==> config.mk <==
export PLATFORM = sky130hd
export DESIGN_NAME = evc_counter
export DESIGN_NICKNAME = d
export VERILOG_FILES = /design/src/evc_pkg.sv /design/src/evc_counter.sv
export VERILOG_INCLUDE_DIRS = /design/src
export SDC_FILE = /design/constraint.sdc
export NUM_CORES = 1
export LEC_CHECK = 0
export BUFFER_PORTS_ARGS = -buffer_cell sky130_fd_sc_hd__buf_2
export CAP_MARGIN = 25
export CORE_ASPECT_RATIO = 0.5
export CORE_MARGIN = 5
export CORE_UTILIZATION = 45
export CTS_CLUSTER_DIAMETER = 100
export DETAILED_ROUTE_END_ITERATION = 6
export PLACE_DENSITY_LB_ADDON = 0.15
export SYNTH_ARGS = -nofsm -noshare
export SYNTH_HDL_FRONTEND = slang
export SYNTH_SLANG_ARGS = --single-unit
==> constraint.sdc <==
create_clock -name clk -period 4.5 [get_ports clk]
set_clock_uncertainty 0.15 [all_clocks]
set_input_delay 0.9 -clock clk [delete_from_list [all_inputs] [get_ports clk]]
set_output_delay 0.9 -clock clk [all_outputs]
set_load 0.03 [all_outputs]
==> src/evc_consts.svh <==
/*
  Offsets, field positions, reset values and timing figures of the event counter.
  Assumes a 40 MHz clock and a 32-bit register port with byte addresses.
*/
`ifndef EVC_CONSTS_SVH
`define EVC_CONSTS_SVH

`define EVC_CLK_KHZ 40000
`define EVC_SHORT_MIN_MS 100
`define EVC_LONG_MIN_MS 350
`define EVC_MAX_MS 30000

`define EVC_OFS_CTRL 8'h00
`define EVC_OFS_BOUND 8'h04
`define EVC_OFS_PRESET 8'h08
`define EVC_OFS_COUNT 8'h0c
`define EVC_OFS_FLAGS 8'h10
`define EVC_OFS_IRQ_STATUS 8'h14
`define EVC_OFS_IRQ_CLEAR 8'h18
`define EVC_OFS_IRQ_ENABLE 8'h1c

`define EVC_CTRL_OVF_AUTO 0
`define EVC_CTRL_UNF_AUTO 1
`define EVC_CTRL_CLR_LONG 2
`define EVC_CTRL_PRE_LONG 3

`define EVC_EV_OVERFLOW 0
`define EVC_EV_UNDERFLOW 1
`define EVC_EV_CLEAR 2
`define EVC_EV_PRESET 3
`define EVC_EV_REJECT 4
`define EVC_EV_W 5

`define EVC_CTRL_RST 4'h0
`define EVC_BOUND_RST 16'hffff
`define EVC_PRESET_RST 16'h0001

`endif

==> src/evc_pkg.sv <==
/*
  Types of the event counter.
  Assumes nothing beyond a SystemVerilog compiler.
*/
package evc_pkg;
  typedef enum logic [2:0] {
    EVC_UP = 3'h1,
    EVC_DOWN = 3'h2,
    EVC_UP_DOWN = 3'h4
  } evc_variant_t;
endpackage : evc_pkg

==> src/evc_counter.sv <==
/*
  Event counter with up/down edge inputs, width-qualified clear and preset pulses,
  overflow and underflow flags, register port and interrupt.
  Assumes asynchronous pins, one 40 MHz clock, a master that never overlaps strobes.
*/
// Local design decisions: the address map and the strobed register port.
// How it works
// - Each rising edge on the up input adds one to the count.
// - Each rising edge on the down input takes one from the count.
// - Up and down edges together leave the count unchanged.
// - A valid clear pulse forces the count to zero in every mode.
// - Clear pulse valid only if high between selected minimum and thirty seconds.
// - A valid preset pulse loads the preset value in every mode unless a valid clear comes in the same cycle.
// - Preset pulse valid only if high between selected minimum and thirty seconds.
// - Overflow flags reaching the bound, underflow flags reaching zero.
// - Built as up only, down only, or up and down counter.
// - Automatic overflow: flag for one cycle, then count returns to zero.
// - Manual overflow: flag holds, up edges ignored until count changes.
// - Automatic underflow: flag for one cycle, then preset value loaded.
// - Manual underflow: flag holds, down edges ignored until count changes.
`include "evc_consts.svh"

module evc_counter #(
  parameter evc_pkg::evc_variant_t VARIANT = evc_pkg::EVC_UP_DOWN,
  parameter int unsigned SHORT_MIN_CYC = `EVC_SHORT_MIN_MS * `EVC_CLK_KHZ,
  parameter int unsigned LONG_MIN_CYC = `EVC_LONG_MIN_MS * `EVC_CLK_KHZ,
  parameter int unsigned MAX_CYC = `EVC_MAX_MS * `EVC_CLK_KHZ
) (
  input wire logic clk,
  input wire logic rst_b,
  input wire logic up_in,
  input wire logic down_in,
  input wire logic clear_request,
  input wire logic preset_request,
  input wire logic [7:0] addr,
  input wire logic [31:0] wdata,
  input wire logic wr_en,
  input wire logic rd_en,
  output logic [31:0] rdata,
  output logic [15:0] count_value,
  output logic overflow,
  output logic underflow,
  output logic irq
);

  ////////////////////////////////////////////////////////////////////////////
  // Reset release and input synchronisers

  logic [1:0] rst_sync_reg;
  logic rst_n;
  logic [3:0] in_meta_reg;
  logic [3:0] in_sync_reg;
  logic [3:0] in_prev_reg;

  always_ff @(posedge clk or negedge rst_b) begin
    if (!rst_b) begin
      rst_sync_reg <= 2'h0;
    end else begin
      rst_sync_reg <= {rst_sync_reg[0], 1'b1};
    end
  end
  assign rst_n = rst_sync_reg[1];

  always_ff @(posedge clk or negedge rst_n) begin
    if (!rst_n) begin
      in_meta_reg <= 4'h0;
      in_sync_reg <= 4'h0;
      in_prev_reg <= 4'h0;
    end else begin
      in_meta_reg <= {preset_request, clear_request, down_in, up_in};
      in_sync_reg <= in_meta_reg;
      in_prev_reg <= in_sync_reg;
    end
  end

  ////////////////////////////////////////////////////////////////////////////
  // Edge detection and pulse width qualification

  logic [3:0] ctrl_reg;
  logic [15:0] bound_reg;
  logic [15:0] preset_reg;
  logic [31:0] clr_width_reg;
  logic [31:0] pre_width_reg;
  logic up_edge;
  logic dn_edge;
  logic clr_fall;
  logic pre_fall;
  logic clr_valid;
  logic pre_valid;

  function automatic logic [31:0] width_step(input logic level, input logic [31:0] w);
    if (!level) begin
      return 32'h0;
    end
    return (w > MAX_CYC) ? w : w + 32'h1;
  endfunction : width_step

  function automatic logic width_ok(input logic [31:0] w, input logic long_sel);
    logic [31:0] min_cyc;
    min_cyc = long_sel ? LONG_MIN_CYC : SHORT_MIN_CYC;
    return (w >= min_cyc) && (w <= MAX_CYC);
  endfunction : width_ok

  assign up_edge = in_sync_reg[0] & ~in_prev_reg[0] & (VARIANT != evc_pkg::EVC_DOWN);
  assign dn_edge = in_sync_reg[1] & ~in_prev_reg[1] & (VARIANT != evc_pkg::EVC_UP);
  assign clr_fall = in_prev_reg[2] & ~in_sync_reg[2];
  assign pre_fall = in_prev_reg[3] & ~in_sync_reg[3];

  always_ff @(posedge clk or negedge rst_n) begin
    if (!rst_n) begin
      clr_width_reg <= 32'h0;
      pre_width_reg <= 32'h0;
    end else begin
      clr_width_reg <= width_step(in_sync_reg[2], clr_width_reg);
      pre_width_reg <= width_step(in_sync_reg[3], pre_width_reg);
    end
  end

  assign clr_valid = clr_fall & width_ok(clr_width_reg, ctrl_reg[`EVC_CTRL_CLR_LONG]);
  assign pre_valid = pre_fall & width_ok(pre_width_reg, ctrl_reg[`EVC_CTRL_PRE_LONG]);

  ////////////////////////////////////////////////////////////////////////////
  // Count and flags

  logic [15:0] count_reg;
  logic ovf_reg;
  logic unf_reg;
  logic ovf_wrap;
  logic unf_wrap;
  logic quiet;

  assign ovf_wrap = ovf_reg & ctrl_reg[`EVC_CTRL_OVF_AUTO] & (count_reg == bound_reg);
  assign unf_wrap = unf_reg & ctrl_reg[`EVC_CTRL_UNF_AUTO] & (count_reg == 16'h0);
  assign quiet = ~clr_valid & ~pre_valid & ~ovf_wrap & ~unf_wrap;

  always_ff @(posedge clk or negedge rst_n) begin
    if (!rst_n) begin
      count_reg <= 16'h0;
      ovf_reg <= 1'b0;
      unf_reg <= 1'b0;
    end else if (clr_valid) begin
      count_reg <= 16'h0;
      ovf_reg <= 1'b0;
      unf_reg <= 1'b0;
    end else if (pre_valid) begin
      count_reg <= preset_reg;
      ovf_reg <= 1'b0;
      unf_reg <= 1'b0;
    end else if (ovf_wrap) begin
      count_reg <= 16'h0;
      ovf_reg <= 1'b0;
    end else if (unf_wrap) begin
      count_reg <= preset_reg;
      unf_reg <= 1'b0;
    end else if (up_edge && dn_edge) begin
      count_reg <= count_reg;
    end else if (up_edge) begin
      if (count_reg >= bound_reg || (ovf_reg && !ctrl_reg[`EVC_CTRL_OVF_AUTO])) begin
        ovf_reg <= 1'b1;
      end else begin
        count_reg <= count_reg + 16'h1;
        ovf_reg <= (count_reg + 16'h1) == bound_reg;
        unf_reg <= 1'b0;
      end
    end else if (dn_edge) begin
      if (count_reg == 16'h0) begin
        unf_reg <= 1'b1;
      end else begin
        count_reg <= count_reg - 16'h1;
        unf_reg <= count_reg == 16'h1;
        ovf_reg <= 1'b0;
      end
    end
  end

  assign count_value = count_reg;
  assign overflow = ovf_reg;
  assign underflow = unf_reg;

  ////////////////////////////////////////////////////////////////////////////
  // Register port and interrupt

  logic ovf_prev_reg;
  logic unf_prev_reg;
  logic [`EVC_EV_W-1:0] events;
  logic [`EVC_EV_W-1:0] irq_status_reg;
  logic [`EVC_EV_W-1:0] irq_enable_reg;
  logic [`EVC_EV_W-1:0] irq_clear;
  logic irq_reg;
  logic [31:0] rdata_reg;

  always_ff @(posedge clk or negedge rst_n) begin
    if (!rst_n) begin
      ovf_prev_reg <= 1'b0;
      unf_prev_reg <= 1'b0;
    end else begin
      ovf_prev_reg <= ovf_reg;
      unf_prev_reg <= unf_reg;
    end
  end

  always_comb begin
    events = '0;
    events[`EVC_EV_OVERFLOW] = ovf_reg & ~ovf_prev_reg;
    events[`EVC_EV_UNDERFLOW] = unf_reg & ~unf_prev_reg;
    events[`EVC_EV_CLEAR] = clr_valid;
    events[`EVC_EV_PRESET] = pre_valid;
    events[`EVC_EV_REJECT] = (clr_fall & ~clr_valid) | (pre_fall & ~pre_valid);
  end

  assign irq_clear = (wr_en && addr == `EVC_OFS_IRQ_CLEAR) ? wdata[`EVC_EV_W-1:0] : '0;

  always_ff @(posedge clk or negedge rst_n) begin
    if (!rst_n) begin
      ctrl_reg <= `EVC_CTRL_RST;
      bound_reg <= `EVC_BOUND_RST;
      preset_reg <= `EVC_PRESET_RST;
      irq_enable_reg <= '0;
    end else if (wr_en) begin
      case (addr)
        `EVC_OFS_CTRL: ctrl_reg <= wdata[3:0];
        `EVC_OFS_BOUND: bound_reg <= wdata[15:0];
        `EVC_OFS_PRESET: preset_reg <= wdata[15:0];
        `EVC_OFS_IRQ_ENABLE: irq_enable_reg <= wdata[`EVC_EV_W-1:0];
        default: ctrl_reg <= ctrl_reg;
      endcase
    end
  end

  // Set beats a clear in the same cycle
  always_ff @(posedge clk or negedge rst_n) begin
    if (!rst_n) begin
      irq_status_reg <= '0;
      irq_reg <= 1'b0;
    end else begin
      irq_status_reg <= (irq_status_reg & ~irq_clear) | events;
      irq_reg <= |(((irq_status_reg & ~irq_clear) | events) & irq_enable_reg);
    end
  end
  assign irq = irq_reg;

  always_ff @(posedge clk or negedge rst_n) begin
    if (!rst_n) begin
      rdata_reg <= 32'h0;
    end else if (rd_en) begin
      case (addr)
        `EVC_OFS_CTRL: rdata_reg <= {28'h0, ctrl_reg};
        `EVC_OFS_BOUND: rdata_reg <= {16'h0, bound_reg};
        `EVC_OFS_PRESET: rdata_reg <= {16'h0, preset_reg};
        `EVC_OFS_COUNT: rdata_reg <= {16'h0, count_reg};
        `EVC_OFS_FLAGS: rdata_reg <= {30'h0, unf_reg, ovf_reg};
        `EVC_OFS_IRQ_STATUS: rdata_reg <= {27'h0, irq_status_reg};
        `EVC_OFS_IRQ_ENABLE: rdata_reg <= {27'h0, irq_enable_reg};
        default: rdata_reg <= 32'h0;
      endcase
    end else begin
      rdata_reg <= 32'h0;
    end
  end
  assign rdata = rdata_reg;
endmodule : evc_counter

[Word-level counts from Yosys, hierarchy flattened]
Cells that the tools add are included.
Widths: inputs -> output; s select.
Word-level totals
  logic and storage cells: 133
  bits in registers: 161
  output and inout bits: 51
  input bits: 48
Operators by class
  muxes and demuxes: 36
  add/sub/neg operators: 4
  equal/unequal tests: 21
  bitwise operators: 27
  reduce and logical (&&, ||, !) cells: 20
  order comparisons: 7
Operators with widths (count)
  $mux 16: 10
  $mux 32: 4
  $pmux 16 s7: 1
  $add 32x1->32 const B: 2
  $ge 32x24->1: 2
  $gt 32x31->1 const B: 2
  $le 32x31->1 const B: 2
  $mux 24: 2
  $eq 16x16->1: 2
  $eq 8x5->1 const B: 4
  $mux 1: 18
  $add 16x1->16 const B: 1
  $eq 16x1->1 const B: 1
  $eq 8x4->1 const B: 2
  $ge 16x16->1: 1
  $logic_not 16->1: 1
  $sub 16x1->16 const B: 1
  $ne 5x5->1 const B: 3
  $and 1x1->1: 14
  $ne 4x4->1 const B: 3
  $ne 6x6->1 const B: 2
  $reduce_and 4->1: 3
  $and 5x5->5: 2
  $reduce_bool 5->1: 2
  other kinds (15): 30

[Logic depth before layout (Yosys ltp)]
Gate-level depths: netlist of run 1.
  depth after elaboration: 10
  gate-level depth with buffers: 10
  depth with buffers taken out: 9

[Least setup slack after synthesis of run 1]
Ideal clock, no wire load.
  path kind: reg-to-reg
  start: reg count_reg[0] (netlist: count_value[0])
  end: reg count_reg[10] (netlist: count_value[10])
  buffers on the path: 1
  required time: 4.239 ns
  arrival: 2.971 ns
  clock period less this slack: 3.233 ns
  cell stages (with the launch flop): 11
  path slack: 1.267 ns
  library setup time: 0.111 ns
  cell sequence: dfrtp_1 -> inv_1 -> ha_1 -> nand4_1 -> nor4_1 -> or4_4 -> nor4b_2 -> or2_1 -> nor3_4 -> buf_6 -> a222oi_1
On the way
  word-level cells in the longest chain between the ends: 9
  elaborated cells between the ends (all ways): 22
  classes of those cells: add/sub: 2; order compare: 1; eq/ne: 4; mux: 9; bitwise: 2; reduce/logical: 4
Ends and longest elaborated chain
  start: declaration: RTL line evc_counter.sv:125  | logic [15:0] count_reg;
  start signal: assignment: RTL line evc_counter.sv:146  | count_reg <= preset_reg;
  start signal: assignment: RTL line evc_counter.sv:153  | count_reg <= preset_reg;
  start signal: assignment: RTL line evc_counter.sv:156  | count_reg <= count_reg;
  $sub 16x1->16: RTL line evc_counter.sv:169  | count_reg <= count_reg - 16'h1;
  $mux 16: RTL line evc_counter.sv:166  | if (count_reg == 16'h0) begin
  $mux 16: RTL line evc_counter.sv:165  | end else if (dn_edge) begin
  $mux 16: RTL line evc_counter.sv:157  | end else if (up_edge) begin
  $mux 16: RTL line evc_counter.sv:155  | end else if (up_edge && dn_edge) begin
  $mux 16: RTL line evc_counter.sv:152  | end else if (unf_wrap) begin
  $mux 16: RTL line evc_counter.sv:149  | end else if (ovf_wrap) begin
  $mux 16: RTL line evc_counter.sv:145  | end else if (pre_valid) begin
  $mux 16: RTL line evc_counter.sv:141  | end else if (clr_valid) begin
Several ways; a longest one is shown, not always the timed one. The select of a mux whose other input is x is not followed.
A chain may end at the register's enable or synchronous reset.

[Final worst setup path of run 1]
  start: reg ctrl_reg[3]
  end: reg count_reg[11] (netlist: count_value[11])
On the way
  word-level cells in the longest chain between the ends: 6
  elaborated cells between the ends (all ways): 11
  classes of those cells: order compare: 1; eq/ne: 3; mux: 3; bitwise: 1; reduce/logical: 3
Ends and longest elaborated chain
  start: declaration: RTL line evc_counter.sv:79  | logic [3:0] ctrl_reg;
  start signal: assignment: RTL line evc_counter.sv:215  | ctrl_reg <= `EVC_CTRL_RST;
  start signal: assignment: RTL line evc_counter.sv:221  | `EVC_OFS_CTRL: ctrl_reg <= wdata[3:0];
  start signal: assignment: RTL line evc_counter.sv:225  | default: ctrl_reg <= ctrl_reg;
  $mux 24 *: RTL line evc_counter.sv:100  | min_cyc = long_sel ? LONG_MIN_CYC : SHORT_MIN_CYC;
  $ge 32x24->1 *: RTL line evc_counter.sv:101  | return (w >= min_cyc) && (w <= MAX_CYC);
  $logic_and 1x1->1 *: RTL line evc_counter.sv:101
  $and 1x1->1 *: RTL line evc_counter.sv:120  | assign pre_valid = pre_fall & width_ok(pre_width_reg, ctrl_reg[`EVC_CTRL_PRE_LONG]);
  $ne 6x6->1 (no source line) (tied with other cells)
  $reduce_and 4->1 (no source line) or $mux 16 (tied branches)
Mark *: on every way between the ends. The rest lies on a longest branch, timed or not.

==> qor.csv, run 1 <==
stage,metric,value,unit
run_status,outcome,"finished, final reports clean",
power,NetSw,0.00136,W
yosys,Synth top area share,36.2,%
critical_path,Worst setup EP type,register,
yosys,XOR/XNOR Fraction of Synth Area,5.71,%
cells_and_area,"commonest non-fill, non-tap cell in the layout",dfrtp_1,
yosys,synth top area cells,"dfrtp_1 (36%), ha_1 (5.1%), dfstp_2 (4.5%), and2_1 (3.3%), nand2_1 (3.2%)",
floorplanning,die area,0.0254,sq mm
yosys,"flops & latches, synth",161,
yosys,Yosys top cell by area,dfrtp_1,
timing,setup TNS,0,ps
drt,via/cell ratio,5.91,
critical_path,CP max FO,15,
cells_and_area,"leading cell types in the layout, fill and taps excluded","dfrtp_1 (143), nand2_1 (84), buf_2 (66)",
yosys,Synth Area in Compound Gates,16.9,%
global_routing,Overflow after GRT,0,
cells_and_area,Fillers,2057,
job,max_cap viols,0,
yosys,mux cell area share after synthesis,2.81,%
floorplanning,initial core utilization,45.8,%
drt,final WL,26.6,mm
power,Gate power share,22.0,%
timing,Fin Hold WS,82.1,ps
global_routing,initial antenna violation count,0,
yosys,Synth Cell Area,0.00996,sq mm
timing,worst slew pin tran,867,ps
floorplanning,core footprint,0.0217,sq mm
cts,total CTS buffers,17,
yosys,fraction of the mapped netlist area in simple logic gates,22.5,%
critical_path,Worst Path Arrival,3730,ps
timing,# setup viols final,0,
cts,root buffer cell,clkbuf_16,
power,clock power share,34.9,%
global_routing,largest net degree at the start of global routing,90,
yosys,Syn Area/Cell,9.23,sq um
floorplanning,Die W,220,um
timing,max-slew violations,0,
critical_path,CP required,4620,ps
cells_and_area,Synth-to-Final Area Change,11.3,%
drt,via count,8478,
cts,"Reg clk slew, reported paths",70,ps
floorplanning,Die Y,115,um
cells_and_area,cell area after layout,0.0111,sq mm
power,Switching Fraction,33.9,%
power,Leakage,4.99,nW
timing,"Hold Vio Cnt, Final",0,
timing,fin crit period,3610,ps
timing,period utilisation layout,80.2,%
floorplanning,IO Pins,99,
yosys,Post-Synth Adder-Cell Area,5.15,%
floorplanning,row cnt,38,
drt,"antenna viol nets, final",0,
cells_and_area,number of diodes,0,
cells_and_area,ratio of cells with drive above 1 in the final layout,15.2,%
timing,slew margin rel.,41.9,%
place,dpl hpwl,18.5,mm
timing,highest clock rate,0.277,GHz
cells_and_area,footprint of the multi-input gates,0.00536,sq mm
cells_and_area,FF+latch area,0.00405,sq mm
cts,Resize count post-CTS,0,
cts,CTS tree,yes,
drt,average wire per standard cell,18.5,um
critical_path,critical path launch point type,register,
drt,DR pass1 iterations,5,
yosys,"Seq/Total Area, Yosys",40.7,%
cts,H-tree depth,4,
global_routing,vias in the first global route,8237,
drt,initial drt markers,787,
power,maximum vdd drop,0.260,mV
yosys,Post-synth EDFFs,0,
global_routing,first-pass GRT wire length,44.0,mm
yosys,Cells after Synth,1079,
place,port bufs,66,
cts,CTS Hold Buffers Added,0,
drt,DR DRC count,0,
power,Reg power frac,43.1,%
worst_hold_path,Hold Crit Class,input pin to asynchronous set/reset pin,
yosys,count of cell types in the netlist,75,
power,Pwr per Cell Area,360,mW/mm^2
cts,clock sink count,161,
timing,RSZ-0062 raised after global routing,false,
place,RePlAce Congestion,0.975,
cells_and_area,Layout Nets,1211,
cts,"Setup Fix Bufs, Post-CTS",0,
place,DP Area,0.0105,sq mm
yosys,Ys Warns,0,
power,Int Power,0.00264,W
cts,Worst-Skew Late Latency,440,ps
yosys,largest family of logic cells by synthesized area,simple AND/OR/NAND/NOR gates,
yosys,share of flip-flops with an asynchronous set or reset,100,%
yosys,Post-synth top flop,dfrtp_1,
critical_path,Setup CP Type,register to register,
global_routing,Global Route Usage Sum,21.7,%
cts,clock tree buffer depth,2,
[Yosys cell counts, types with 3 or more instances]
cell type,n
a211o_1,3
a211oi_1,7
a21boi_0,13
a21o_1,3
a21oi_1,24
a222oi_1,16
a22o_1,14
a22oi_1,18
a31oi_1,9
and2_1,53
and3_1,14
and4_1,3
buf_1,3
buf_2,8
buf_4,19
clkbuf_1,43
dfrtp_1,144
dfstp_2,17
ha_1,41
inv_1,62
mux2_2,24
nand2_1,84
nand2b_1,7
nand3_1,36
nand4_1,29
nand4b_1,5
nor2_1,54
nor2b_1,7
nor3_1,28
nor3b_1,3
nor4_1,30
nor4b_1,5
o2111ai_1,12
o211ai_1,25
o21a_1,4
o21ai_0,57
o22ai_1,5
o31ai_1,7
or2_2,6
or3_1,21
or4_1,8
xnor2_1,30
xor2_1,35
[final cells by class]
class,count,share of cell area [%]
multi-input combinational,796,48.4
sequential,161,36.6
timing repair buffer,84,4.51
clock buffer,23,4.31
tap,300,3.39
inverter,62,2.10
clock inverter,9,0.756
[power groups by stage]
stage / logic (W) / clock network [W] / registers [W]
after floorplan: 0.000571 / 0 / 0.00176
after global placement: 0.000834 / 0 / 0.00175
after detailed placement: 0.000853 / 0 / 0.00176
after CTS: 0.000859 / 0.00143 / 0.00173
after global routing: 0.000964 / 0.00150 / 0.00174
final: 0.000880 / 0.00139 / 0.00172
[critical path, cell delays in order (launching register included)]
cell,delay (ps)
dfrtp_1,460
inv_1,190
ha_1,260
or4_1,380
or4_1,460
a311oi_1,220
o21ai_1,170
nor3b_4,210
nor3_4,690
a222oi_1,250
[layer usage]
metal / vias up / wire, um / GRT usage [%] / share of wire (%)
met1: 4220 / 12600 / 30.4 / 47
met5: - / 0 / 0 / 0
met4: 0 / 353 / 6.15 / 1.3
met3: 25 / 1260 / 4.10 / 4.7
li1: 4001 / - / - / -
met2: 232 / 12400 / 34.6 / 47
[through the flow]
stage	instances	worst slack, ps	total power, W	util (%)
after global routing	1435	768	0.00420	51.0
after floorplan	1094	1270	0.00233	-
after CTS	1433	894	0.00402	50.9
after detailed placement	1401	922	0.00261	48.3
after global placement	1401	953	0.00259	48.3
final	1435	891	0.00400	51.0
[final timing paths]
kind | startpoint | to | slack, ps | depth (start not counted)
min in group clk | in_meta_reg[1]$_DFF_PN0_ | in_sync_reg[1]$_DFF_PN0_ | 200 | 0
setup reg to reg | ctrl_reg[3]$_DFFE_PN0P_ | count_value[11]$_DFFE_PN0P_ | 890 | 9
hold / removal | rst_b | rst_sync_reg[1]$_DFF_PN0_ | 80 | 1
setup / recovery | ctrl_reg[3]$_DFFE_PN0P_ | count_value[11]$_DFFE_PN0P_ | 890 | 9
max in group asynchronous | rst_sync_reg[1]$_DFF_PN0_ | bound_reg[11]$_DFFE_PN1P_ | 3150 | 2
hold reg to reg | rst_sync_reg[1]$_DFF_PN0_ | clr_width_reg[25]$_DFFE_PN0P_ | 200 | 1
[kinds of logic (layout without fill, tap and decap cells)]
| group | count (synthesis) | after routing |
|---|---|---|
| simple gates | 408 | 408 |
| compound gates | 240 | 240 |
| flops | 161 | 161 |
| buf+inv | 137 | 178 |
| xor+xnor | 65 | 65 |
| fa+ha+maj | 41 | 41 |
| mux | 25 | 25 |
| other cells | 2 | 17 |
No activity file was read; power rests on OpenSTA's default activity.
==> run 2: changes to the inputs <==
==> constraint.sdc (replaced) <==
create_clock -name clk -period 2.93 [get_ports clk]
set_clock_uncertainty 0.15 [all_clocks]
set_input_delay 0.586 -clock clk [delete_from_list [all_inputs] [get_ports clk]]
set_output_delay 0.586 -clock clk [all_outputs]
set_load 0.03 [all_outputs]
==> qor.csv, run 2 (synthesis gave the netlist of run 1 again) <==
stage,metric,value,unit,change
run_status,outcome,finished with violations,,
run_status,failing checks,negative setup slack,,
drt,initial drt markers,743,,-5.6%
cells_and_area,footprint of the multi-input gates,0.00569,sq mm,+6.1%
global_routing,initial antenna violation count,0,,unchanged
floorplanning,initial core utilization,45.8,%,unchanged
place,dpl ws,-145,ps,-1070 ps
cells_and_area,ratio of cells with drive above 1 in the final layout,26.2,%,+11 points
place,DP Area,0.0113,sq mm,+7.9%
cts,clock tree buffer depth,2,,unchanged
cts,total CTS buffers,17,,unchanged
cells_and_area,number of diodes,0,,unchanged
cts,CTS tree,yes,,
cts,H-tree depth,4,,unchanged
cells_and_area,Synth-to-Final Area Change,24.6,%,
place,dpl hpwl,20.1,mm,+8.4%
power,Pwr per Cell Area,543,mW/mm^2,+51%
floorplanning,core footprint,0.0217,sq mm,unchanged
critical_path,CP required,3080,ps,-1540 ps
power,maximum vdd drop,0.363,mV,+40%
worst_hold_path,Hold Crit Class,input pin to register,,
cells_and_area,"commonest non-fill, non-tap cell in the layout",dfrtp_1,,
cells_and_area,FF+latch area,0.00406,sq mm,+0.19%
timing,Final WS setup,-56.3,ps,-948 ps
timing,fin crit period,2990,ps,-622 ps
drt,average wire per standard cell,18.4,um,-0.77%
timing,worst slew pin tran,1000,ps,+135 ps
cells_and_area,"leading cell types in the layout, fill and taps excluded","dfrtp_1 (137), buf_4 (101), nand2_1 (84)",,
floorplanning,Die W,220,um,unchanged
critical_path,Worst Path Arrival,3130,ps,-600 ps
floorplanning,IO Pins,99,,unchanged
global_routing,Global Route Usage Sum,22.6,%,+0.91 points
critical_path,"delay-heaviest family, CP",simple AND/OR/NAND/NOR gates,,
critical_path,CP max FO,8,,-7
timing,highest clock rate,0.335,GHz,+21%
global_routing,vias in the first global route,8743,,+6.1%
critical_path,"Largest stage delay, worst path",550,ps,-140 ps
timing,# setup viols final,1,,+1
critical_path,Worst path slowest cell,dfstp_2,,
critical_path,CP bufs+invs,2,,+1
cells_and_area,Layout Nets,1315,,+8.6%
floorplanning,Die Y,115,um,unchanged
drt,final WL,28.3,mm,+6.4%
timing,slew margin rel.,32.9,%,-9.0 points
cts,"Reg clk slew, reported paths",60,ps,about the same
job,max_cap viols,0,,unchanged
timing,Fin Hold WS,103,ps,+20.7 ps
power,Leakage,5.58,nW,+12%
cts,root buffer cell,clkbuf_16,,
cells_and_area,Fillers,1966,,-4.4%
place,RePlAce Congestion,0.934,,-4.2%
critical_path,critical path launch point type,register,,
global_routing,Overflow after GRT,0,,unchanged
critical_path,"critical path, cell by cell","inv_1, ha_1, nand4_1, nor4_2, or4_4, nor4b_4, or2_4, nor3_4, buf_6, a222oi_1",,
drt,via count,8891,,+4.9%
floorplanning,die area,0.0254,sq mm,unchanged
global_routing,largest net degree at the start of global routing,61,,-32%
floorplanning,row cnt,38,,unchanged
cts,Worst-Skew Late Latency,440,ps,about the same
drt,DR pass1 iterations,6,,+1
drt,via/cell ratio,5.78,,-2.2%
cts,clock sink count,161,,unchanged
timing,RSZ-0062 raised after global routing,true,,
critical_path,Worst setup EP type,register,,
place,port bufs,66,,unchanged
cells_and_area,cell area after layout,0.0124,sq mm,+12%
critical_path,Setup CP Type,register to register,,
drt,"antenna viol nets, final",0,,unchanged
timing,max-slew violations,0,,unchanged
drt,DR DRC count,0,,unchanged
timing,period utilisation layout,102,%,+22 points
timing,"Hold Vio Cnt, Final",0,,unchanged
global_routing,first-pass GRT wire length,45.8,mm,+4.2%
run 2: per-stage QoR:
stage / setup TNS (ps) / power (W) / util [%] / instances
floorplan: -455 / 0.00360 / - / 1094
detailed placement: -780 / 0.00431 / 52.1 / 1494
finish: -56.3 / 0.00674 / 57.1 / 1539
global placement: -159 / 0.00428 / 52.1 / 1494
global route: -1490 / 0.00709 / 57.1 / 1539
CTS: -387 / 0.00665 / 55.6 / 1533
run 2: area by class of cell:
| type | instances | area share, % |
|---|---|---|
| well taps | 300 | 3.02 |
| repair buffers | 188 | 11.7 |
| clock buffers | 19 | 3.57 |
| clock inverters | 13 | 1.29 |
| multi-input cells | 796 | 45.8 |
| inverters | 62 | 1.88 |
| flip-flops and latches | 161 | 32.7 |
run 2: report_power, final:
part / total (W) / internal [W] / leakage [nW] / switching, W
sequential: 0.00252 / 0.00237 / 2.10 / 0.000143
clock: 0.00230 / 0.00136 / 0.293 / 0.000934
combinational: 0.00193 / 0.000769 / 3.19 / 0.00116
run 2: worst register-to-register path, cell delays in order, from the launching register on:
cell and delay [ps]:
dfstp_2 550, inv_1 80, ha_1 300, nand4_1 110, nor4_2 60, or4_4 540, nor4b_4 270, or2_4 190
nor3_4 50, buf_6 140, a222oi_1 400
run 2: repair_timing:
item	in CTS	in global routing
endpoints found under the hold margin	2	0
cloned	1	2
setup buffers	5	5
hold buffers	1	0
pin swaps	12	18
gates resized for setup	18	38
setup endpoints to repair	18	24
run 2: routing by layer:
layer | up-vias | wire (um) | share of wire [%] | track usage [%]
li1 | 4204 | - | - | -
met1 | 4376 | 12900 | 45 | 30.3
met2 | 265 | 13200 | 47 | 36.6
met3 | 46 | 1730 | 6.1 | 5.63
met4 | 0 | 466 | 1.6 | 6.73
met5 | - | 0 | 0 | 0
run 2: path summary, 6_finish.rpt:
path	start	cells after the start	slack [ps]	to
min in group asynchronous	rst_sync_reg[1]$_DFF_PN0_	0	150	clr_width_reg[23]$_DFFE_PN0P_
max reg2reg	bound_reg[6]$_DFFE_PN1P_	10	-60	count_value[4]$_DFFE_PN0P_
max in group asynchronous	rst_sync_reg[1]$_DFF_PN0_	1	1680	bound_reg[7]$_DFFE_PN1P_
min	preset_request	1	100	in_meta_reg[3]$_DFF_PN0_
min reg2reg	rst_sync_reg[1]$_DFF_PN0_	0	150	clr_width_reg[23]$_DFFE_PN0P_
max	bound_reg[6]$_DFFE_PN1P_	10	-60	count_value[4]$_DFFE_PN0P_
